### src/rtl/conv_status_params.svh
`ifndef CONV_STATUS_PARAMS_SVH
`define CONV_STATUS_PARAMS_SVH

// register byte addresses
`define ADDR_STATUS      32'hFFFF0500
`define ADDR_MASK        32'hFFFF0504
`define ADDR_MODE        32'hFFFF0508
`define ADDR_RES_CUR     32'hFFFF050C
`define ADDR_RES_VOLT    32'hFFFF0510
`define ADDR_RES_TEMP    32'hFFFF0514
`define ADDR_CONFIG      32'hFFFF0518
`define ADDR_CUR_CTRL    32'hFFFF051C
`define ADDR_THRESH      32'hFFFF0520
`define ADDR_CNT_LIMIT   32'hFFFF0524
`define ADDR_CNT_VALUE   32'hFFFF0528

// reset values
`define STATUS_RST       16'h0000
`define MASK_RST         8'h00
`define BYTE_RST         8'h00
`define HALF_RST         16'h0000
`define WORD_ZERO        32'h0000_0000

// status bit positions
`define BIT_CAL_DONE     15
`define BIT_ERR_BASE     12
`define BIT_CMP          4
`define BIT_GROSS_OVR    3
`define STATUS_USED      16'hF01F
`define IRQ_MSB          7

// configuration and control fields
`define CFG_GROSS_EN     2
`define CFG_CMP_EN       3
`define CFG_CH_EN_BASE   4
`define GAIN_MSB         3
`define GAIN_LSB         0

// clamp values
`define POS_FULL_SCALE   16'h7FFF
`define NEG_FULL_SCALE   16'h8000

// gross overrange sampling interval
`define CLK_PERIOD_NS    8
`define GROSS_PERIOD_NS  125000
`define TIMER_W          16

`endif

### src/rtl/conv_status_pkg.sv
package conv_status_pkg;

   localparam int NUM_CH = 3;

   // one conversion from a channel filter
   typedef struct packed {
      logic        valid;
      logic        over;
      logic        under;
      logic [15:0] data;
   } conv_result_s;

   typedef logic [15:0] half_t;

   typedef struct packed {
      half_t [NUM_CH-1:0] result;
      half_t              status;
      logic [7:0]         mask;
      logic [7:0]         mode;
      logic [7:0]         config_bits;
      half_t              cur_ctrl;
      half_t              thresh;
      logic [7:0]         cnt_limit;
      logic [7:0]         cnt_value;
      logic [15:0]        timer;
      logic [31:0]        prdata;
      logic               pready;
      logic               pslverr;
      logic               irq;
   } state_s;

endpackage

### src/rtl/conv_status_flags.sv
//  Behaviour
// - bit 15 set on calibration end, cleared by any mode register write.
// - bit 14 set on temperature range error, cleared on in-range stored result.
// - out-of-range results clamp to negative or positive full scale.
// - bit 13 set on voltage range error, cleared on in-range stored result.
// - bit 12 set on current range error, cleared on in-range stored result.
// - bits 11 to 5 reserved, read as zero, carry no function.
// - bit 4 valid with comparator on; set when current magnitude exceeds threshold.
// - with threshold counter used, bit 4 sets when exceed count reaches limit.
// - bit 4 cleared on reconfiguration or comparator disable.
// - bit 3 set when gross overrange detected, sampled every 125 us.
// - bit 3 cleared only by disabling detection or changing current gain.
// - bit 2 set when temperature result stored (channel on), also at calibration.
// - bit 2 cleared by reading temperature or current result.
// - bit 1 set when voltage result stored (channel on), also at calibration.
// - bit 1 cleared by reading voltage or current result.
// - bit 0 set when current result stored (channel on), also at calibration.
// - bit 0 cleared by reading current result, or voltage or temperature result with current channel off.
// - status register read-only, resets to zero.
// - bits 0 to 7 ORed into one interrupt; upper bits never interrupt.
// - each interrupting bit passes only when its mask bit is one.
// - a result register is not overwritten until ready clears, unless core down.
// - with current channel off, voltage or temperature read clears all ready flags.
`timescale 1ns/1ns
`include "conv_status_params.svh"

module conv_status_flags #(
   parameter int GROSS_TICKS = `GROSS_PERIOD_NS / `CLK_PERIOD_NS
) (
   // clock and reset
   input  wire logic                         pclk,
   input  wire logic                         presetn,
   // apb slave
   input  wire logic                         psel,
   input  wire logic                         penable,
   input  wire logic                         pwrite,
   input  wire logic [31:0]                  paddr,
   input  wire logic [31:0]                  pwdata,
   output logic      [31:0]                  prdata,
   output logic                              pready,
   output logic                              pslverr,
   // converter events: index 0 current, 1 voltage, 2 temperature
   input  wire conv_status_pkg::conv_result_s conv_cur,
   input  wire conv_status_pkg::conv_result_s conv_volt,
   input  wire conv_status_pkg::conv_result_s conv_temp,
   input  wire logic                         cal_done,
   input  wire logic                         gross_over,
   input  wire logic                         core_powered_down,
   // configuration to the converters and interrupt
   output logic      [7:0]                   mode_out,
   output logic      [7:0]                   config_out,
   output logic      [15:0]                  cur_ctrl_out,
   output logic                              conv_irq
);
   import conv_status_pkg::*;

   localparam logic [`TIMER_W-1:0] TICK_LAST =
      `TIMER_W'(GROSS_TICKS - 1);

   state_s s;
   state_s next_s;

   conv_result_s [NUM_CH-1:0] conv_in;
   logic                      wr_done;
   logic                      rd_done;
   logic                      setup;
   logic                      cur_on;
   logic                      tick;
   logic                      exceed;
   logic [NUM_CH-1:0]         stored;
   logic [NUM_CH-1:0]         rd_res;
   logic [15:0]               clamped;
   logic [7:0]                cnt_next;

   assign conv_in = {conv_temp, conv_volt, conv_cur};

   function automatic logic hit(input logic [31:0] a, input logic [31:0] r);
      hit = (a == r);
   endfunction

   function automatic logic mapped(input logic [31:0] a);
      mapped = hit(a, `ADDR_STATUS)    | hit(a, `ADDR_MASK)      |
               hit(a, `ADDR_MODE)      | hit(a, `ADDR_RES_CUR)   |
               hit(a, `ADDR_RES_VOLT)  | hit(a, `ADDR_RES_TEMP)  |
               hit(a, `ADDR_CONFIG)    | hit(a, `ADDR_CUR_CTRL)  |
               hit(a, `ADDR_THRESH)    | hit(a, `ADDR_CNT_LIMIT) |
               hit(a, `ADDR_CNT_VALUE);
   endfunction

   function automatic logic [15:0] magnitude(input logic [15:0] d);
      magnitude = d[15] ? 16'(~d + 16'h0001) : d;
   endfunction

   function automatic logic [31:0] read_mux(input state_s st,
                                            input logic [31:0] a);
      read_mux = `WORD_ZERO;
      case (a)
         `ADDR_STATUS:    read_mux = {16'h0000,
                                      st.status & `STATUS_USED};
         `ADDR_MASK:      read_mux = {24'h000000, st.mask};
         `ADDR_MODE:      read_mux = {24'h000000, st.mode};
         `ADDR_RES_CUR:   read_mux = {16'h0000, st.result[0]};
         `ADDR_RES_VOLT:  read_mux = {16'h0000, st.result[1]};
         `ADDR_RES_TEMP:  read_mux = {16'h0000, st.result[2]};
         `ADDR_CONFIG:    read_mux = {24'h000000, st.config_bits};
         `ADDR_CUR_CTRL:  read_mux = {16'h0000, st.cur_ctrl};
         `ADDR_THRESH:    read_mux = {16'h0000, st.thresh};
         `ADDR_CNT_LIMIT: read_mux = {24'h000000, st.cnt_limit};
         `ADDR_CNT_VALUE: read_mux = {24'h000000, st.cnt_value};
         default:         read_mux = `WORD_ZERO;
      endcase
   endfunction

   always_comb begin
      next_s   = s;
      setup    = psel & ~penable;
      wr_done  = psel & penable & s.pready & pwrite;
      rd_done  = psel & penable & s.pready & ~pwrite;
      cur_on   = s.config_bits[`CFG_CH_EN_BASE];
      tick     = (s.timer == TICK_LAST);
      exceed   = 1'b0;
      stored   = '0;
      clamped  = `HALF_RST;
      cnt_next = s.cnt_value;
      rd_res[0] = rd_done & hit(paddr, `ADDR_RES_CUR);
      rd_res[1] = rd_done & hit(paddr, `ADDR_RES_VOLT);
      rd_res[2] = rd_done & hit(paddr, `ADDR_RES_TEMP);

      // apb: no wait state, response data captured in setup
      next_s.pready  = setup;
      next_s.pslverr = setup & ~mapped(paddr);
      next_s.prdata  = setup ? read_mux(s, paddr) : `WORD_ZERO;

      // software writes; the status register ignores them
      if (wr_done) begin
         case (paddr)
            `ADDR_MASK:      next_s.mask        = pwdata[7:0];
            `ADDR_MODE:      next_s.mode        = pwdata[7:0];
            `ADDR_CONFIG:    next_s.config_bits = pwdata[7:0];
            `ADDR_CUR_CTRL:  next_s.cur_ctrl    = pwdata[15:0];
            `ADDR_THRESH:    next_s.thresh      = pwdata[15:0];
            `ADDR_CNT_LIMIT: next_s.cnt_limit   = pwdata[7:0];
            default:         next_s.mask        = s.mask;
         endcase
      end

      // clears first, so that sets below win
      if (wr_done & hit(paddr, `ADDR_MODE)) begin
         next_s.status[`BIT_CAL_DONE] = 1'b0;
         next_s.status[`BIT_CMP]      = 1'b0;
         next_s.cnt_value             = `BYTE_RST;
      end
      if (!next_s.config_bits[`CFG_CMP_EN]) begin
         next_s.status[`BIT_CMP] = 1'b0;
      end
      if (!next_s.config_bits[`CFG_GROSS_EN]) begin
         next_s.status[`BIT_GROSS_OVR] = 1'b0;
      end
      if (wr_done & hit(paddr, `ADDR_CUR_CTRL) &&
          pwdata[`GAIN_MSB:`GAIN_LSB] !=
          s.cur_ctrl[`GAIN_MSB:`GAIN_LSB]) begin
         next_s.status[`BIT_GROSS_OVR] = 1'b0;
      end
      if (rd_res[0]) begin
         next_s.status[2:0] = 3'b000;
      end
      if (rd_res[1]) begin
         next_s.status[1] = 1'b0;
      end
      if (rd_res[2]) begin
         next_s.status[2] = 1'b0;
      end
      if ((rd_res[1] | rd_res[2]) & ~cur_on) begin
         next_s.status[2:0] = 3'b000;
      end

      // per channel result storage and flags
      for (int ch = 0; ch < NUM_CH; ch++) begin
         if (conv_in[ch].over) begin
            clamped = `POS_FULL_SCALE;
         end else if (conv_in[ch].under) begin
            clamped = `NEG_FULL_SCALE;
         end else begin
            clamped = conv_in[ch].data;
         end
         // hold a result until its ready flag clears, except core down
         stored[ch] = conv_in[ch].valid &
                      (~s.status[ch] | core_powered_down);
         if (stored[ch]) begin
            next_s.result[ch] = clamped;
            if (!(conv_in[ch].over | conv_in[ch].under)) begin
               next_s.status[`BIT_ERR_BASE + ch] = 1'b0;
            end
            if (s.config_bits[`CFG_CH_EN_BASE + ch]) begin
               next_s.status[ch] = 1'b1;
            end
         end
         if (conv_in[ch].valid & (conv_in[ch].over | conv_in[ch].under)) begin
            next_s.status[`BIT_ERR_BASE + ch] = 1'b1;
         end
      end

      // current comparator, optionally through the exceed counter
      if (conv_in[0].valid & s.config_bits[`CFG_CMP_EN]) begin
         exceed = magnitude(conv_in[0].data) > s.thresh;
         if (conv_in[0].over | conv_in[0].under) begin
            exceed = 1'b1;
         end
         if (s.cnt_limit == `BYTE_RST) begin
            if (exceed) begin
               next_s.status[`BIT_CMP] = 1'b1;
            end
         end else if (exceed) begin
            cnt_next = 8'(s.cnt_value + 8'h01);
            // counter holds at the limit rather than wrap
            if (cnt_next >= s.cnt_limit) begin
               next_s.status[`BIT_CMP] = 1'b1;
               cnt_next = s.cnt_limit;
            end
            next_s.cnt_value = cnt_next;
         end else begin
            next_s.cnt_value = `BYTE_RST;
         end
      end

      // gross overrange sampled on a fixed interval, sticky between
      next_s.timer = tick ? '0 : `TIMER_W'(s.timer + 1'b1);
      if (tick & s.config_bits[`CFG_GROSS_EN] & gross_over) begin
         next_s.status[`BIT_GROSS_OVR] = 1'b1;
      end

      // calibration end marks every ready flag and the calibration bit
      if (cal_done) begin
         next_s.status[`BIT_CAL_DONE] = 1'b1;
         next_s.status[2:0]           = 3'b111;
      end

      next_s.status = next_s.status & `STATUS_USED;
      // only the low byte interrupts; taken from next flags, so no lag
      next_s.irq = |(next_s.status[`IRQ_MSB:0] & next_s.mask);
   end

   always_ff @(posedge pclk or negedge presetn) begin
      if (!presetn) begin
         s.result      <= '0;
         s.status      <= `STATUS_RST;
         s.mask        <= `MASK_RST;
         s.mode        <= `BYTE_RST;
         s.config_bits <= `BYTE_RST;
         s.cur_ctrl    <= `HALF_RST;
         s.thresh      <= `HALF_RST;
         s.cnt_limit   <= `BYTE_RST;
         s.cnt_value   <= `BYTE_RST;
         s.timer       <= '0;
         s.prdata      <= `WORD_ZERO;
         s.pready      <= 1'b0;
         s.pslverr     <= 1'b0;
         s.irq         <= 1'b0;
      end else begin
         s <= next_s;
      end
   end

   assign prdata       = s.prdata;
   assign pready       = s.pready;
   assign pslverr      = s.pslverr;
   assign mode_out     = s.mode;
   assign config_out   = s.config_bits;
   assign cur_ctrl_out = s.cur_ctrl;
   assign conv_irq     = s.irq;

endmodule // conv_status_flags

### config.mk
export PLATFORM = sky130hd
export DESIGN_NAME = conv_status_flags
export DESIGN_NICKNAME = d
export VERILOG_FILES = /design/src/rtl/conv_status_pkg.sv /design/src/rtl/conv_status_flags.sv
export VERILOG_INCLUDE_DIRS = /design/src /design/src/rtl
export SDC_FILE = /design/constraint.sdc
export NUM_CORES = 1
export LEC_CHECK = 0
export BUFFER_PORTS_ARGS = -buffer_cell sky130_fd_sc_hd__buf_4
export CAP_MARGIN = 5
export CORE_UTILIZATION = 50
export CTS_CLUSTER_DIAMETER = 100
export CTS_CLUSTER_SIZE = 20
export DETAILED_ROUTE_END_ITERATION = 6
export PLACE_DENSITY = 0.74
export SLEW_MARGIN = 20
export SYNTH_ARGS = -nofsm -noshare
export SYNTH_HDL_FRONTEND = slang
export SYNTH_SLANG_ARGS = --single-unit
### constraint.sdc
create_clock -name pclk -period 4.27 [get_ports pclk]
set_clock_uncertainty 0.05 [all_clocks]
set_input_delay 0.854 -clock pclk [delete_from_list [all_inputs] [get_ports pclk]]
set_output_delay 0.854 -clock pclk [all_outputs]
set_load 0.03 [all_outputs]
==> run_results.csv <==
group,metric,value,unit
hold_path,hold_path_class,"in -> async",
critical_path,r2r_cells,11,
die,dieArea,18700,sq um
routing,via_count,7524,
logic_synthesis,synth_warnings,0,
timing,hold_violations,0,
timing,setup_viol,0,
critical_path,worst_path_max_delay_cell,"or4_1",
die,die_w,137,microns
global_routing,antenna_found_initial,1,
critical_path,cp.arrival,4340,ps
routing,firstDrtPassIters,6,
critical_path,criticalPathCategory,"in -> reg",
logic_synthesis,synth_top_area_share,45.3,%
critical_path,cp-start-kind,"primary input",
pwr,peakVddDrop,0.327,mV
clock_network,htreeDepth,4,
cells_and_area,nFillCells,1462,
pwr,p_leak,5.23,nW
cells_and_area,final_core_util,62.0,%
logic_synthesis,synth_flop_cell,"dfrtp_1",
clock_network,cts_tree,"built",
timing,worstMarginPinSlew,941,ps
timing,tns,0,ps
die,start_util,51.9,%
logic_synthesis,postSynthCellCount,927,
cells_and_area,stdcell_area,10800,sq um
cells_and_area,syn_to_final_growth,19.6,%
critical_path,crit_required,4530,ps
critical_path,cpMostUsedCell,"or4_1",
logic_synthesis,seq_area_frac_synth,45.3,%
logic_synthesis,syn_area_per_cell,9.78,sq um
logic_synthesis,synth-edff-count,0,
die,core_area,17500,sq um
cells_and_area,nNetsFinal,1208,
timing,report.final.slew_viol_count,0,
routing,remaining_drc_errors,0,
critical_path,crit_buf_inv,1,
pwr,powerDensity,332,nW/um^2
clock_network,clk_latency,430,ps
global_routing,gr-usage-all-layers,28.3,%
routing,route.detailed.wl_per_inst,19.7,microns
placement,place.detailed.hpwl,19200,microns
timing,period_share,95.7,%
clock_network,cts_setup_buffers,0,
global_routing,grt_pass1_vias,7295,
clock_network,cts_hold_buffers,0,
critical_path,path_cells,"buf_4 -> or4_1 -> or4_1 -> o21ai_1 -> xnor2_1 -> ha_1 -> a21oi_1 -> nand2_1 -> a2111oi_1 -> or4b_4 -> and2_1 -> o2bb2ai_2 -> a2111o_1",
global_routing,grt_overflow,0,
routing,initialDrtViolationCount,732,
critical_path,crit_family,"simple AND/OR/NAND/NOR gates",
logic_synthesis,synthTopCellsByArea,"dfrtp_1, buf_4, o21ai_0",
critical_path,crit_path_max_fanout,4,
logic_synthesis,netlist_area,9060,sq um
status,status,"completed",
global_routing,grt_start_max_net_pins,81,
clock_network,cts_buffer_depth,2,
run,cap_violations,0,
clock_network,clk_pin_slew,70,ps
timing,grt_setup_unrepaired,"no",
timing,fmax,0.245,GHz
logic_synthesis,ys_types,66,
placement,gp_congestion,0.953,
routing,finalWirelength,25400,microns
critical_path,crit_cells,13,
clock_network,cts_resized,0,
critical_path,end_kind,"register",
global_routing,grt_pass1_wl,39100,microns
clock_network,clkSinkCount,164,
clock_network,numCtsBuffers,17,
cells_and_area,drive_gt1_share,26.5,%
die,fp-row-count,48,
die,die_height,137,microns
routing,ant_nets,0,
logic_synthesis,yosys.area.top_type,"dfrtp_1",
timing,max-slew-margin-rel,36.8,%
die,boundaryPins,196,
critical_path,slowest_delay,580,ps
placement,io_buffers,163,
logic_synthesis,ys_seq_elements,164,
clock_network,cts-root-buf,"clkbuf_16",
logic_synthesis,synth-async-reset-ratio,100,%
routing,vias_per_cell,5.83,
timing,fin_crit,4090,ps
pwr,p_total,3.60,mW
timing,whs,418,ps
placement,post_dp_cell_area,10200,sq um
-- worst paths after layout --
check | start | end | slack, ps
min reg2reg | s[137] | s[137] | 420
max in group asynchronous | presetn | s[123] | 2840
min | presetn | prdata[14] | 420
min in group pclk | s[137] | s[137] | 420
max reg2reg | s[53] | conv_irq | 1200
max | conv_cur[10] | conv_irq | 180
-- registers in the layout (all words and copies together), names as in the netlist --
name,cells
config_out,8
conv_irq,1
cur_ctrl_out,16
mode_out,8
prdata,16
pready,1
pslverr,1
s,113
-- report_power, final --
group	internal, mW	switching (mW)	total, mW
clock network	0.923	0.649	1.57
registers	1.62	0.0576	1.68
logic	0.144	0.202	0.346
total	2.69	0.909	3.60
-- synthesized netlist by cell type, drive strengths merged (3+ instances only) --
master,instances
a31oi,10
a221o,3
nand3,16
nand2b,10
nor4,9
o31ai,6
mux2,37
inv,40
a221oi,8
a22oi,22
clkbuf,29
or4,5
nand2,121
nand4,13
xor2,15
o2bb2ai,5
ha,28
nor3,13
o21ai,95
a21o,4
a222oi,14
a21oi,70
or2,4
nor4b,6
mux4,3
and3,5
and2,5
nor2b,5
xnor2,21
nor2,30
a22o,9
dfrtp,164
o41ai,4
or3,5
buf,75
-- metal layers --
metal | global-route usage (%) | vias to the layer above | share of wire (%)
met4 | 12.0 | 0 | 3.3
li1 | - | 3511 | -
met1 | 38.3 | 3626 | 42
met3 | 7.11 | 59 | 8.9
met2 | 43.1 | 328 | 45
met5 | 0 | - | 0
-- logic make-up (layout without fill, tap and decap cells) --
logic type,Yosys count,count (layout),synth area share [%]
muxes,41,41,5.45
buffers and inverters,144,266,8.82
and+or+nand+nor,252,252,15.1
other,1,17,0.0414
adders and majority gates,28,28,3.86
DFF,164,164,45.3
AOI/OAI and AO/OA,261,261,18.0
xor gates and xnor gates,36,36,3.48
-- placed cells by master (no fill, tap or decap), types with 10 or more instances in the layout --
cell / n
xor2_1: 15
ha_1: 28
a222oi_1: 14
mux2_1: 10
nand2_1: 120
clkbuf_16: 17
inv_1: 40
nand3_1: 16
a31oi_1: 10
conb_1: 16
xnor2_1: 21
mux2_2: 27
buf_4: 193
nand4_1: 12
a22oi_1: 22
dfrtp_1: 164
a21oi_1: 70
o21ai_0: 91
nor2_1: 30
-- per-stage QoR --
stage	setup slack, ps	instances
2_1_floorplan	99.5	942
3_3_place_gp	-257	1257
3_5_place_dp	-258	1257
4_1_cts	177	1289
5_1_grt	15.5	1289
6_report	185	1290
-- worst reg2reg max path, cell delays in order, from the launching register on --
cell	delay, ps
dfrtp_1	460
nand3_1	200
or2_2	380
nor2_1	140
xor2_1	240
ha_1	290
a21oi_1	140
o21ai_0	90
a21oi_1	250
a21oi_1	160
o2bb2ai_2	150
a2111o_1	400
-- final cells by class --
| class | instances | area [sq um] | area share (%) |
|---|---|---|---|
| inverters | 40 | 150 | 1.39 |
| multi-input cells | 634 | 4230 | 39.1 |
| diodes | 1 | 2.50 | 0.0231 |
| repair buffers | 194 | 1460 | 13.5 |
| clock buffers | 17 | 425 | 3.93 |
| well taps | 225 | 282 | 2.60 |
| clock inverters | 15 | 180 | 1.66 |
| flip-flops and latches | 164 | 4100 | 37.9 |
Note: power is estimated with default switching activity, not from simulation.
